===== config.mk =====
export PLATFORM = sky130hd
export DESIGN_NAME = lane_conditioning_ctrl_regs
export DESIGN_NICKNAME = d
export VERILOG_FILES = /design/src/logic/lane_cond_pkg.sv /design/src/logic/lane_conditioning_ctrl_regs.sv /design/src/logic/rx_detect_seq.sv
export SDC_FILE = /design/constraint.sdc
export NUM_CORES = 1
export LEC_CHECK = 0
export CORE_ASPECT_RATIO = 0.9
export CORE_UTILIZATION = 40
export CTS_CLUSTER_SIZE = 24
export DETAILED_ROUTE_END_ITERATION = 8
export DONT_BUFFER_PORTS = 1
export GPL_ROUTABILITY_DRIVEN = 0
export PLACE_DENSITY = 0.55
export SLEW_MARGIN = 5
export SYNTH_ARGS = -nofsm -noshare
export SYNTH_HDL_FRONTEND = slang
export SYNTH_SLANG_ARGS = --single-unit

===== constraint.sdc =====
create_clock -name I_CLOCK -period 4.9 [get_ports I_CLOCK]
set_clock_uncertainty 0.05 [all_clocks]
set_input_delay 1.225 -clock I_CLOCK [delete_from_list [all_inputs] [get_ports I_CLOCK]]
set_output_delay 1.225 -clock I_CLOCK [all_outputs]
set_load 0.1 [all_outputs]

===== src/logic/lane_cond_pkg.sv =====
// constants for the lane conditioning register slice
// assumes a 200 MHz register clock and an 8-bit register port
package lane_cond_pkg;

  // register offsets
  localparam logic [7:0] OFS_DETECT_CTRL = 8'h2b;
  localparam logic [7:0] OFS_EQUALIZER = 8'h2c;
  localparam logic [7:0] OFS_SWING_CTRL = 8'h2d;
  localparam logic [7:0] OFS_DEEMPH_CTRL = 8'h2e;
  localparam logic [7:0] OFS_LANE_SPARE = 8'h2f;
  localparam logic [7:0] OFS_SPARE_A = 8'h30;
  localparam logic [7:0] OFS_SPARE_B = 8'h31;
  localparam logic [7:0] OFS_SPARE_C = 8'h32;
  localparam logic [7:0] OFS_SLOT_B0_SPARE = 8'h33;

  // reset values
  localparam logic [7:0] RST_DETECT_CTRL = 8'h00;
  localparam logic [7:0] RST_EQUALIZER = 8'h2f;
  localparam logic [7:0] RST_SWING_CTRL = 8'had;
  localparam logic [7:0] RST_DEEMPH_CTRL = 8'h02;
  localparam logic [7:0] RST_LANE_SPARE = 8'h00;
  localparam logic [7:0] RST_SPARE_A = 8'h00;
  localparam logic [7:0] RST_SPARE_B = 8'h00;
  localparam logic [7:0] RST_SPARE_C = 8'h00;
  localparam logic [7:0] RST_SLOT_B0_SPARE = 8'h2f;

  // field positions
  localparam int DETECT_MODE_LSB = 2;
  localparam int SC_PROT_BIT = 7;
  localparam int PROTO_CLASS_BIT = 6;
  localparam int SWING_LSB = 0;
  localparam int DETECT_STATUS_BIT = 7;
  localparam int DEEMPH_LSB = 0;

  // receiver detect codes
  typedef enum logic [1:0]
  {
    DETECT_HIZ = 2'b00,
    DETECT_AUTO_LIMITED = 2'b01,
    DETECT_AUTO_FOREVER = 2'b10,
    DETECT_FIXED_50 = 2'b11
  } detect_mode_t;

  // timing
  localparam int unsigned CLOCK_HZ = 200_000_000;
  localparam int unsigned DETECT_INTERVAL_MS = 12;
  localparam int unsigned DETECT_WINDOW_MS = 600;
  localparam int unsigned DETECT_INTERVAL_CYCLES =
    DETECT_INTERVAL_MS * (CLOCK_HZ / 1000);
  localparam int unsigned DETECT_MAX_ATTEMPTS =
    DETECT_WINDOW_MS / DETECT_INTERVAL_MS;

endpackage : lane_cond_pkg


===== src/logic/lane_conditioning_ctrl_regs.sv =====
// register slice 0x2b..0x33 for one lane input and one unused output slot
// assumes a byte-wide register port driven by the management serial
// controller or configuration loader on the same clock
`timescale 1ns/100ps

// Summary of operation
// [RULE1] detect code 00 leaves the lane input high impedance, unterminated
// [RULE2] code 01 probes far end every 12 ms, gives up after 50 tries
// [RULE3] code 10 probes every 12 ms until a receiver is found
// [RULE4] auto codes keep input high impedance until found, then 50 ohm
// [RULE5] code 11 applies 50 ohm termination with no detection
// [RULE6] detect field rules only when global override set, else the pin
// [RULE7] eight-bit equalizer level, 256 steps, resets to 0x2f
// [RULE8] swing register bit 7 enables output short-circuit protection
// [RULE9] swing bit 6 picks protocol class, only under mode override
// [RULE10] host writes 101 into swing bits 5 to 3
// [RULE11] three-bit swing code, 0.6 V to 1.3 V, default 101
// [RULE12] deemphasis bit 7 reads back termination state, read only
// [RULE13] three-bit deemphasis code, 0 to -12 dB, default 010
// [RULE14] reset loads defaults; writes act on the lane at once; protocol class and detect code take effect one clock later
module lane_conditioning_ctrl_regs
  import lane_cond_pkg::*;
#(
  parameter int unsigned DETECT_INTERVAL = DETECT_INTERVAL_CYCLES
)
(
  input wire logic I_CLOCK,
  input wire logic I_SYS_RST,
  input wire logic [7:0] I_REG_ADDR,
  input wire logic I_REG_WR,
  input wire logic [7:0] I_REG_WDATA,
  input wire logic I_REG_RD,
  output logic [7:0] O_RD_DATA,
  output logic O_RD_HIT,
  input wire logic I_DETECT_OVERRIDE,
  input wire logic [1:0] I_DETECT_PIN,
  input wire logic I_MODE_OVERRIDE,
  input wire logic I_MODE_PIN,
  input wire logic I_FAR_END_PRESENT,
  output logic O_DETECT_ATTEMPT,
  output logic O_LANE_ZERO_INPUT_TERM,
  output logic [7:0] O_EQUALIZER_SETTING,
  output logic O_SHORT_PROT_EN,
  output logic O_PROTO_GEN12,
  output logic [2:0] O_OUTPUT_SWING,
  output logic [2:0] O_DEEMPHASIS_LEVEL
);

  logic [7:0] detect_ctrl_r;
  logic [7:0] equalizer_r;
  logic [7:0] swing_ctrl_r;
  logic [6:0] deemph_ctrl_r;
  logic [7:0] lane_spare_r;
  logic [7:0] spare_a_r;
  logic [7:0] spare_b_r;
  logic [7:0] spare_c_r;
  logic [7:0] slot_b0_spare_r;
  logic [7:0] rd_data_r;
  logic rd_hit_r;
  logic [1:0] det_pin_meta_r;
  logic [1:0] det_pin_r;
  logic mode_pin_meta_r;
  logic mode_pin_r;
  logic far_meta_r;
  logic far_r;
  logic proto_r;
  wire [1:0] detect_mode;
  wire term_50;
  wire hit;
  wire [7:0] rd_mux;
  wire wr_detect;
  wire wr_eq;
  wire wr_swing;
  wire wr_deemph;
  wire wr_spare;
  wire wr_spare_a;
  wire wr_spare_b;
  wire wr_spare_c;
  wire wr_slot_b0;

  //////////////////////////////////////////////////////////////////////////
  // pin synchronisers; first stage feeds only the second
  always_ff @(posedge I_CLOCK)
  begin
    if (I_SYS_RST)
    begin
      det_pin_meta_r <= 2'b00;
      det_pin_r <= 2'b00;
      mode_pin_meta_r <= 1'b0;
      mode_pin_r <= 1'b0;
      far_meta_r <= 1'b0;
      far_r <= 1'b0;
    end
    else
    begin
      det_pin_meta_r <= I_DETECT_PIN;
      det_pin_r <= det_pin_meta_r;
      mode_pin_meta_r <= I_MODE_PIN;
      mode_pin_r <= mode_pin_meta_r;
      far_meta_r <= I_FAR_END_PRESENT;
      far_r <= far_meta_r;
    end
  end

  //////////////////////////////////////////////////////////////////////////
  // write decode
  assign wr_detect = I_REG_WR && (I_REG_ADDR == OFS_DETECT_CTRL);
  assign wr_eq = I_REG_WR && (I_REG_ADDR == OFS_EQUALIZER);
  assign wr_swing = I_REG_WR && (I_REG_ADDR == OFS_SWING_CTRL);
  assign wr_deemph = I_REG_WR && (I_REG_ADDR == OFS_DEEMPH_CTRL);
  assign wr_spare = I_REG_WR && (I_REG_ADDR == OFS_LANE_SPARE);
  assign wr_spare_a = I_REG_WR && (I_REG_ADDR == OFS_SPARE_A);
  assign wr_spare_b = I_REG_WR && (I_REG_ADDR == OFS_SPARE_B);
  assign wr_spare_c = I_REG_WR && (I_REG_ADDR == OFS_SPARE_C);
  assign wr_slot_b0 = I_REG_WR && (I_REG_ADDR == OFS_SLOT_B0_SPARE);

  //////////////////////////////////////////////////////////////////////////
  // register storage, defaults on reset
  always_ff @(posedge I_CLOCK)
  begin
    if (I_SYS_RST)
    begin
      detect_ctrl_r <= RST_DETECT_CTRL; // [RULE14]
      equalizer_r <= RST_EQUALIZER; // [RULE7]
      swing_ctrl_r <= RST_SWING_CTRL; // [RULE11]
      deemph_ctrl_r <= RST_DEEMPH_CTRL[6:0]; // [RULE13]
      lane_spare_r <= RST_LANE_SPARE;
      spare_a_r <= RST_SPARE_A;
      spare_b_r <= RST_SPARE_B;
      spare_c_r <= RST_SPARE_C;
      slot_b0_spare_r <= RST_SLOT_B0_SPARE;
    end
    else
    begin
      if (wr_detect)
        detect_ctrl_r <= I_REG_WDATA;
      if (wr_eq)
        equalizer_r <= I_REG_WDATA; // [RULE7]
      if (wr_swing)
        swing_ctrl_r <= I_REG_WDATA; // [RULE10]
      if (wr_deemph)
        deemph_ctrl_r <= I_REG_WDATA[6:0]; // [RULE12]
      if (wr_spare)
        lane_spare_r <= I_REG_WDATA;
      if (wr_spare_a)
        spare_a_r <= I_REG_WDATA;
      if (wr_spare_b)
        spare_b_r <= I_REG_WDATA;
      if (wr_spare_c)
        spare_c_r <= I_REG_WDATA;
      if (wr_slot_b0)
        slot_b0_spare_r <= I_REG_WDATA;
    end
  end

  //////////////////////////////////////////////////////////////////////////
  // effective detect code: register under override, else the pin
  assign detect_mode = I_DETECT_OVERRIDE ?
    detect_ctrl_r[DETECT_MODE_LSB +: 2] : det_pin_r; // [RULE6]

  rx_detect_seq #(
    .INTERVAL_CYCLES(DETECT_INTERVAL)
  ) u_detect (
    .i_clock(I_CLOCK),
    .i_sys_rst(I_SYS_RST),
    .i_mode(detect_mode),
    .i_far_end_present(far_r),
    .o_attempt(O_DETECT_ATTEMPT),
    .o_term_50(term_50)
  );

  //////////////////////////////////////////////////////////////////////////
  // read mux; status bit 7 of deemphasis shows termination
  assign hit = (I_REG_ADDR >= OFS_DETECT_CTRL) &&
               (I_REG_ADDR <= OFS_SLOT_B0_SPARE);
  assign rd_mux =
    (I_REG_ADDR == OFS_DETECT_CTRL) ? detect_ctrl_r :
    (I_REG_ADDR == OFS_EQUALIZER) ? equalizer_r :
    (I_REG_ADDR == OFS_SWING_CTRL) ? swing_ctrl_r :
    (I_REG_ADDR == OFS_DEEMPH_CTRL) ? {term_50, deemph_ctrl_r} : // [RULE12]
    (I_REG_ADDR == OFS_LANE_SPARE) ? lane_spare_r :
    (I_REG_ADDR == OFS_SPARE_A) ? spare_a_r :
    (I_REG_ADDR == OFS_SPARE_B) ? spare_b_r :
    (I_REG_ADDR == OFS_SPARE_C) ? spare_c_r :
    (I_REG_ADDR == OFS_SLOT_B0_SPARE) ? slot_b0_spare_r :
    8'h00;

  //////////////////////////////////////////////////////////////////////////
  // read data capture and effective protocol class
  always_ff @(posedge I_CLOCK)
  begin
    if (I_SYS_RST)
    begin
      rd_data_r <= 8'h00;
      rd_hit_r <= 1'b0;
      proto_r <= 1'b0;
    end
    else
    begin
      if (I_REG_RD)
      begin
        rd_data_r <= rd_mux;
        rd_hit_r <= hit;
      end
      proto_r <= I_MODE_OVERRIDE ?
        swing_ctrl_r[PROTO_CLASS_BIT] : mode_pin_r; // [RULE9]
    end
  end

  //////////////////////////////////////////////////////////////////////////
  // lane controls from the registers; termination from the detect sequencer, protocol class from proto_r
  assign O_RD_DATA = rd_data_r;
  assign O_RD_HIT = rd_hit_r;
  assign O_LANE_ZERO_INPUT_TERM = term_50; // [RULE1] [RULE4]
  assign O_EQUALIZER_SETTING = equalizer_r; // [RULE14]
  assign O_SHORT_PROT_EN = swing_ctrl_r[SC_PROT_BIT]; // [RULE8]
  assign O_PROTO_GEN12 = proto_r;
  assign O_OUTPUT_SWING = swing_ctrl_r[SWING_LSB +: 3]; // [RULE11]
  assign O_DEEMPHASIS_LEVEL = deemph_ctrl_r[DEEMPH_LSB +: 3]; // [RULE13]

endmodule : lane_conditioning_ctrl_regs


===== src/logic/rx_detect_seq.sv =====
// far-end receiver detect sequencer for one lane input
// assumes the probe result is already synchronised to i_clock
`timescale 1ns/100ps
module rx_detect_seq
  import lane_cond_pkg::*;
#(
  parameter int unsigned INTERVAL_CYCLES = DETECT_INTERVAL_CYCLES
)
(
  input wire logic i_clock,
  input wire logic i_sys_rst,
  input wire logic [1:0] i_mode,
  input wire logic i_far_end_present,
  output logic o_attempt,
  output logic o_term_50
);

  typedef enum logic [1:0]
  {
    DET_HIZ = 2'b00,
    DET_SEARCH = 2'b01,
    DET_FOUND = 2'b10,
    DET_STOPPED = 2'b11
  } detect_state_t;

  detect_state_t state_r;
  logic [1:0] mode_last_r;
  logic [23:0] tick_cnt_r;
  logic [5:0] attempts_r;
  logic attempt_r;
  wire restart;
  wire is_auto;
  wire tick;
  wire last_attempt;

  //////////////////////////////////////////////////////////////////////////
  // decode
  assign restart = (i_mode != mode_last_r);
  assign is_auto = (i_mode == DETECT_AUTO_LIMITED) ||
                   (i_mode == DETECT_AUTO_FOREVER);
  assign tick = (tick_cnt_r == 24'(INTERVAL_CYCLES - 1));
  assign last_attempt = (i_mode == DETECT_AUTO_LIMITED) &&
                        (attempts_r == 6'(DETECT_MAX_ATTEMPTS - 1)); // [RULE2]

  //////////////////////////////////////////////////////////////////////////
  // detect state, interval timer and attempt count
  always_ff @(posedge i_clock)
  begin
    if (i_sys_rst)
    begin
      state_r <= DET_HIZ;
      mode_last_r <= 2'b00;
      tick_cnt_r <= 24'h000000;
      attempts_r <= 6'h00;
      attempt_r <= 1'b0;
    end
    else
    begin
      mode_last_r <= i_mode;
      attempt_r <= 1'b0;
      if (restart)
      begin
        state_r <= is_auto ? DET_SEARCH : DET_HIZ; // [RULE1] [RULE5]
        tick_cnt_r <= 24'h000000;
        attempts_r <= 6'h00;
      end
      else
      begin
        unique case (state_r)
          DET_SEARCH:
          begin
            tick_cnt_r <= tick ? 24'h000000 : tick_cnt_r + 24'h000001;
            if (tick)
            begin
              attempt_r <= 1'b1; // [RULE2] [RULE3]
              attempts_r <= attempts_r + 6'h01;
              if (i_far_end_present)
                state_r <= DET_FOUND;
              else if (last_attempt)
                state_r <= DET_STOPPED; // [RULE2]
            end
          end
          DET_HIZ, DET_FOUND, DET_STOPPED:
          begin
            tick_cnt_r <= 24'h000000;
          end
        endcase
      end
    end
  end

  // termination: fixed code, or auto after success only
  assign o_term_50 = (mode_last_r == DETECT_FIXED_50) ||
                     (state_r == DET_FOUND); // [RULE4] [RULE5]
  assign o_attempt = attempt_r;

endmodule : rx_detect_seq


==> metrics.yaml <==
run_status:
  status: "finished, final reports clean"
cells_and_area:
  nNetsFinal: 634
  final_cell_mix: "dfxtp_1, nor2_1, mux2i_1"
  num_antenna_cells: 0
  register_area_sq_mm: 0.00248
  num-fill-cells: 1389
  syn2layout_area_growth_pct: 11.5
  design_area_sq_mm: 0.00646
  mostFrequentLayoutCell: "dfxtp_1"
  multi_input_area_sq_mm: 0.00303
  drive_above_1_share_pct: 8.31
floorplanning:
  start_util_pct: 41.1
  ioPinCount: 53
  dieArea_sq_mm: 0.0150
  fp-row-count: 41
  core_area_sq_mm: 0.0141
  die_h_um: 116
  die_x_um: 129
synthesis:
  syn_area_sq_mm: 0.00580
  ys_ff_latch: 124
  yosys_warnings: 0
  syn-num-nets: 660
  synth-async-reset-ratio_pct: 0
  syn_area_per_cell_sq_um: 9.20
  synth-edff-count: 0
  synth_cell_types: 64
  yosysSeqAreaShare_pct: 42.8
  syn_inst: 630
  synthFlopType: "dfxtp_1"
min_path:
  hold_class: "flip-flop to flip-flop"
  whs_path_depth: 1
  hp-start: "det_pin_meta_r[1]$_SDFF_PP0_"
power_and_ir_drop:
  powerDensity_mw_per_mm2: 377
  power_frac_seq_pct: 42.7
  p_sw_uw: 492
  p_comb_share_pct: 2.7
  clkPwrFrac_pct: 54.7
  vdd_drop_max_mv: 0.255
  p_int_uw: 1950
  power_switching_share_pct: 20.2
  p_leak_uw: 0.00254
worst_setup_path:
  arrival_ps: 3420
  critPathMaxFanout: 19
  path_class: "input port to flip-flop"
  worstReg2RegStart: "detect_ctrl_r[2]$_SDFFE_PP0P_"
  cp.required_ps: 5150
  startpoint: "I_REG_ADDR[7]"
  cp-start-kind: "input port"
  reg2reg_to: "u_detect.tick_cnt_r[19]$_SDFF_PP0_"
  reg2reg_slack_ps: 2470
  reg2regPathDepth: 4
  endpoint_kind: "flip-flop"
  endpoint: "O_EQUALIZER_SETTING[0]$_SDFFE_PP1P_"
drt:
  vias: 4693
  viasPerCell: 5.82
  drt_iter0_markers: 433
  antenna_left: 0
  dr.pass1.iters: 5
  drc: 0
  wl_per_cell_um: 19.7
  wl_um: 15900
clock_network:
  ctsResizeCount: 0
  post_cts_buffers: 0
  numCtsBuffers: 17
  clk_pin_slew_worst_paths_ps: 50
  clk_latency_ps: 420
  cts.path.max_buffers: 2
  clock_sink_count: 124
  cts-root-buf: "clkbuf_16"
  holdBufCountCts: 0
  htreeDepth: 4
  cts_tree: "done"
timing:
  worst_pin_slew_ps: 1210
  fin_ws_ps: 1730
  rsz0062_at_grt: "no"
  relSlewSlack_pct: 19.4
  fmax_ghz: 0.316
  post-route-period-util_pct: 64.6
  hold_viol: 0
  slew_violations: 0
  post-route-min-period_ps: 3170
  setup_viol: 0
  setup_tns_ps: 0
global_route:
  overflow: 0
  grt_use_met1_pct: 33.2
  met3_usage_pct: 7.88
  grt_antenna_before_repair: 0
  gr-usage-met2_pct: 30.5
  grt_max_degree: 96
  grt_pass1_wl_um: 25200
  grt_pass1_vias: 4469
  grt_busiest_layer: "met1"
  grt_usage_pct: 22.8
placement:
  port_buffers: 0
  place.detailed.hpwl_um: 11000
  place_area_sq_mm: 0.00585
  place_ws_ps: 1350
flow_run:
  drv_cap: 0
==> power by group through the flow <==
| stage | registers [uW] | logic, uW | clock network (uW) |
|---|---|---|---|
| after floorplan | 1060 | 74.3 | 0 |
| after global placement | 1060 | 63.9 | 0 |
| after detailed placement | 1060 | 63.7 | 0 |
| after CTS | 1040 | 64.1 | 1360 |
| after global routing | 1040 | 70.3 | 1410 |
| final | 1040 | 65.3 | 1330 |
==> synthesized netlist by cell type, types with 14 or more instances <==
cell      number  area share [%]
nor2_1        76             4.9
a21oi_1       21             1.8
dfxtp_1      124              43
clkbuf_1      27             1.7
a211o_1       17             2.6
nand2_1       31             2.0
nor2b_1       14             1.5
nand3_1       18             1.6
nand4_1       18             1.9
inv_1         20             1.3
mux2i_1       57             9.8
nor3_1        18             1.6
==> cell families after synthesis <==
group | after synthesis | share of synthesized area (%)
xor gates and xnor gates | 15 | 2.27
AOI/OAI and AO/OA | 108 | 13.6
and+or+nand+nor | 247 | 22.9
muxes | 64 | 12.6
DFF | 124 | 42.8
adders and majority gates | 4 | 0.863
buffers and inverters | 68 | 5.01
==> registers in the layout, indices dropped and copies added (netlist names), 6 cells and up <==
register and count:
O_EQUALIZER_SETTING 8, u_detect.tick_cnt_r 24, slot_b0_spare_r 8, lane_spare_r 8, u_detect.attempts_r 6, detect_ctrl_r 8, swing_ctrl_r 8, spare_b_r 8
spare_a_r 8, deemph_ctrl_r 7, O_RD_DATA 8, spare_c_r 8
==> worst max-delay path: stages <==
cell     delay (ps)
nor3b_2         830
nand4_1         860
a211o_1         500
==> per-stage QoR <==
stage | utilization [%] | cells | hold WS (ps) | total power (uW)
3_5_place_dp | 41.5 | 778 | 379 | 1130
3_3_place_gp | 41.5 | 778 | 368 | 1130
6_report | 45.8 | 807 | 387 | 2440
5_1_grt | 45.8 | 807 | 411 | 2520
4_1_cts | 45.8 | 807 | 391 | 2460
2_1_floorplan | - | 630 | 364 | 1130
==> metal layers <==
metal	vias up	share of wire [%]
met5	-	0
met4	0	1.6
met3	19	8.6
met2	153	40
met1	2282	50
li1	2239	-
==> worst min path at each step <==
stage / end / slack, ps
global placement: det_pin_r[1]$_SDFF_PP0_ / 370
global route: mode_pin_r$_SDFF_PP0_ / 410
CTS: det_pin_r[1]$_SDFF_PP0_ / 390
detailed placement: det_pin_r[1]$_SDFF_PP0_ / 380
floorplan: det_pin_r[0]$_SDFF_PP0_ / 360
finish: det_pin_r[1]$_SDFF_PP0_ / 390
==> cell type report <==
cell class,instances,share of cell area (%)
Timing Repair Buffer,3,0.348
Tap cell,193,3.74
Sequential cell,124,38.4
Clock inverter,9,2.63
Clock buffer,20,6.91
Multi-Input combinational cell,438,46.8
Inverter,20,1.16
(Power assumes the default switching activity.)
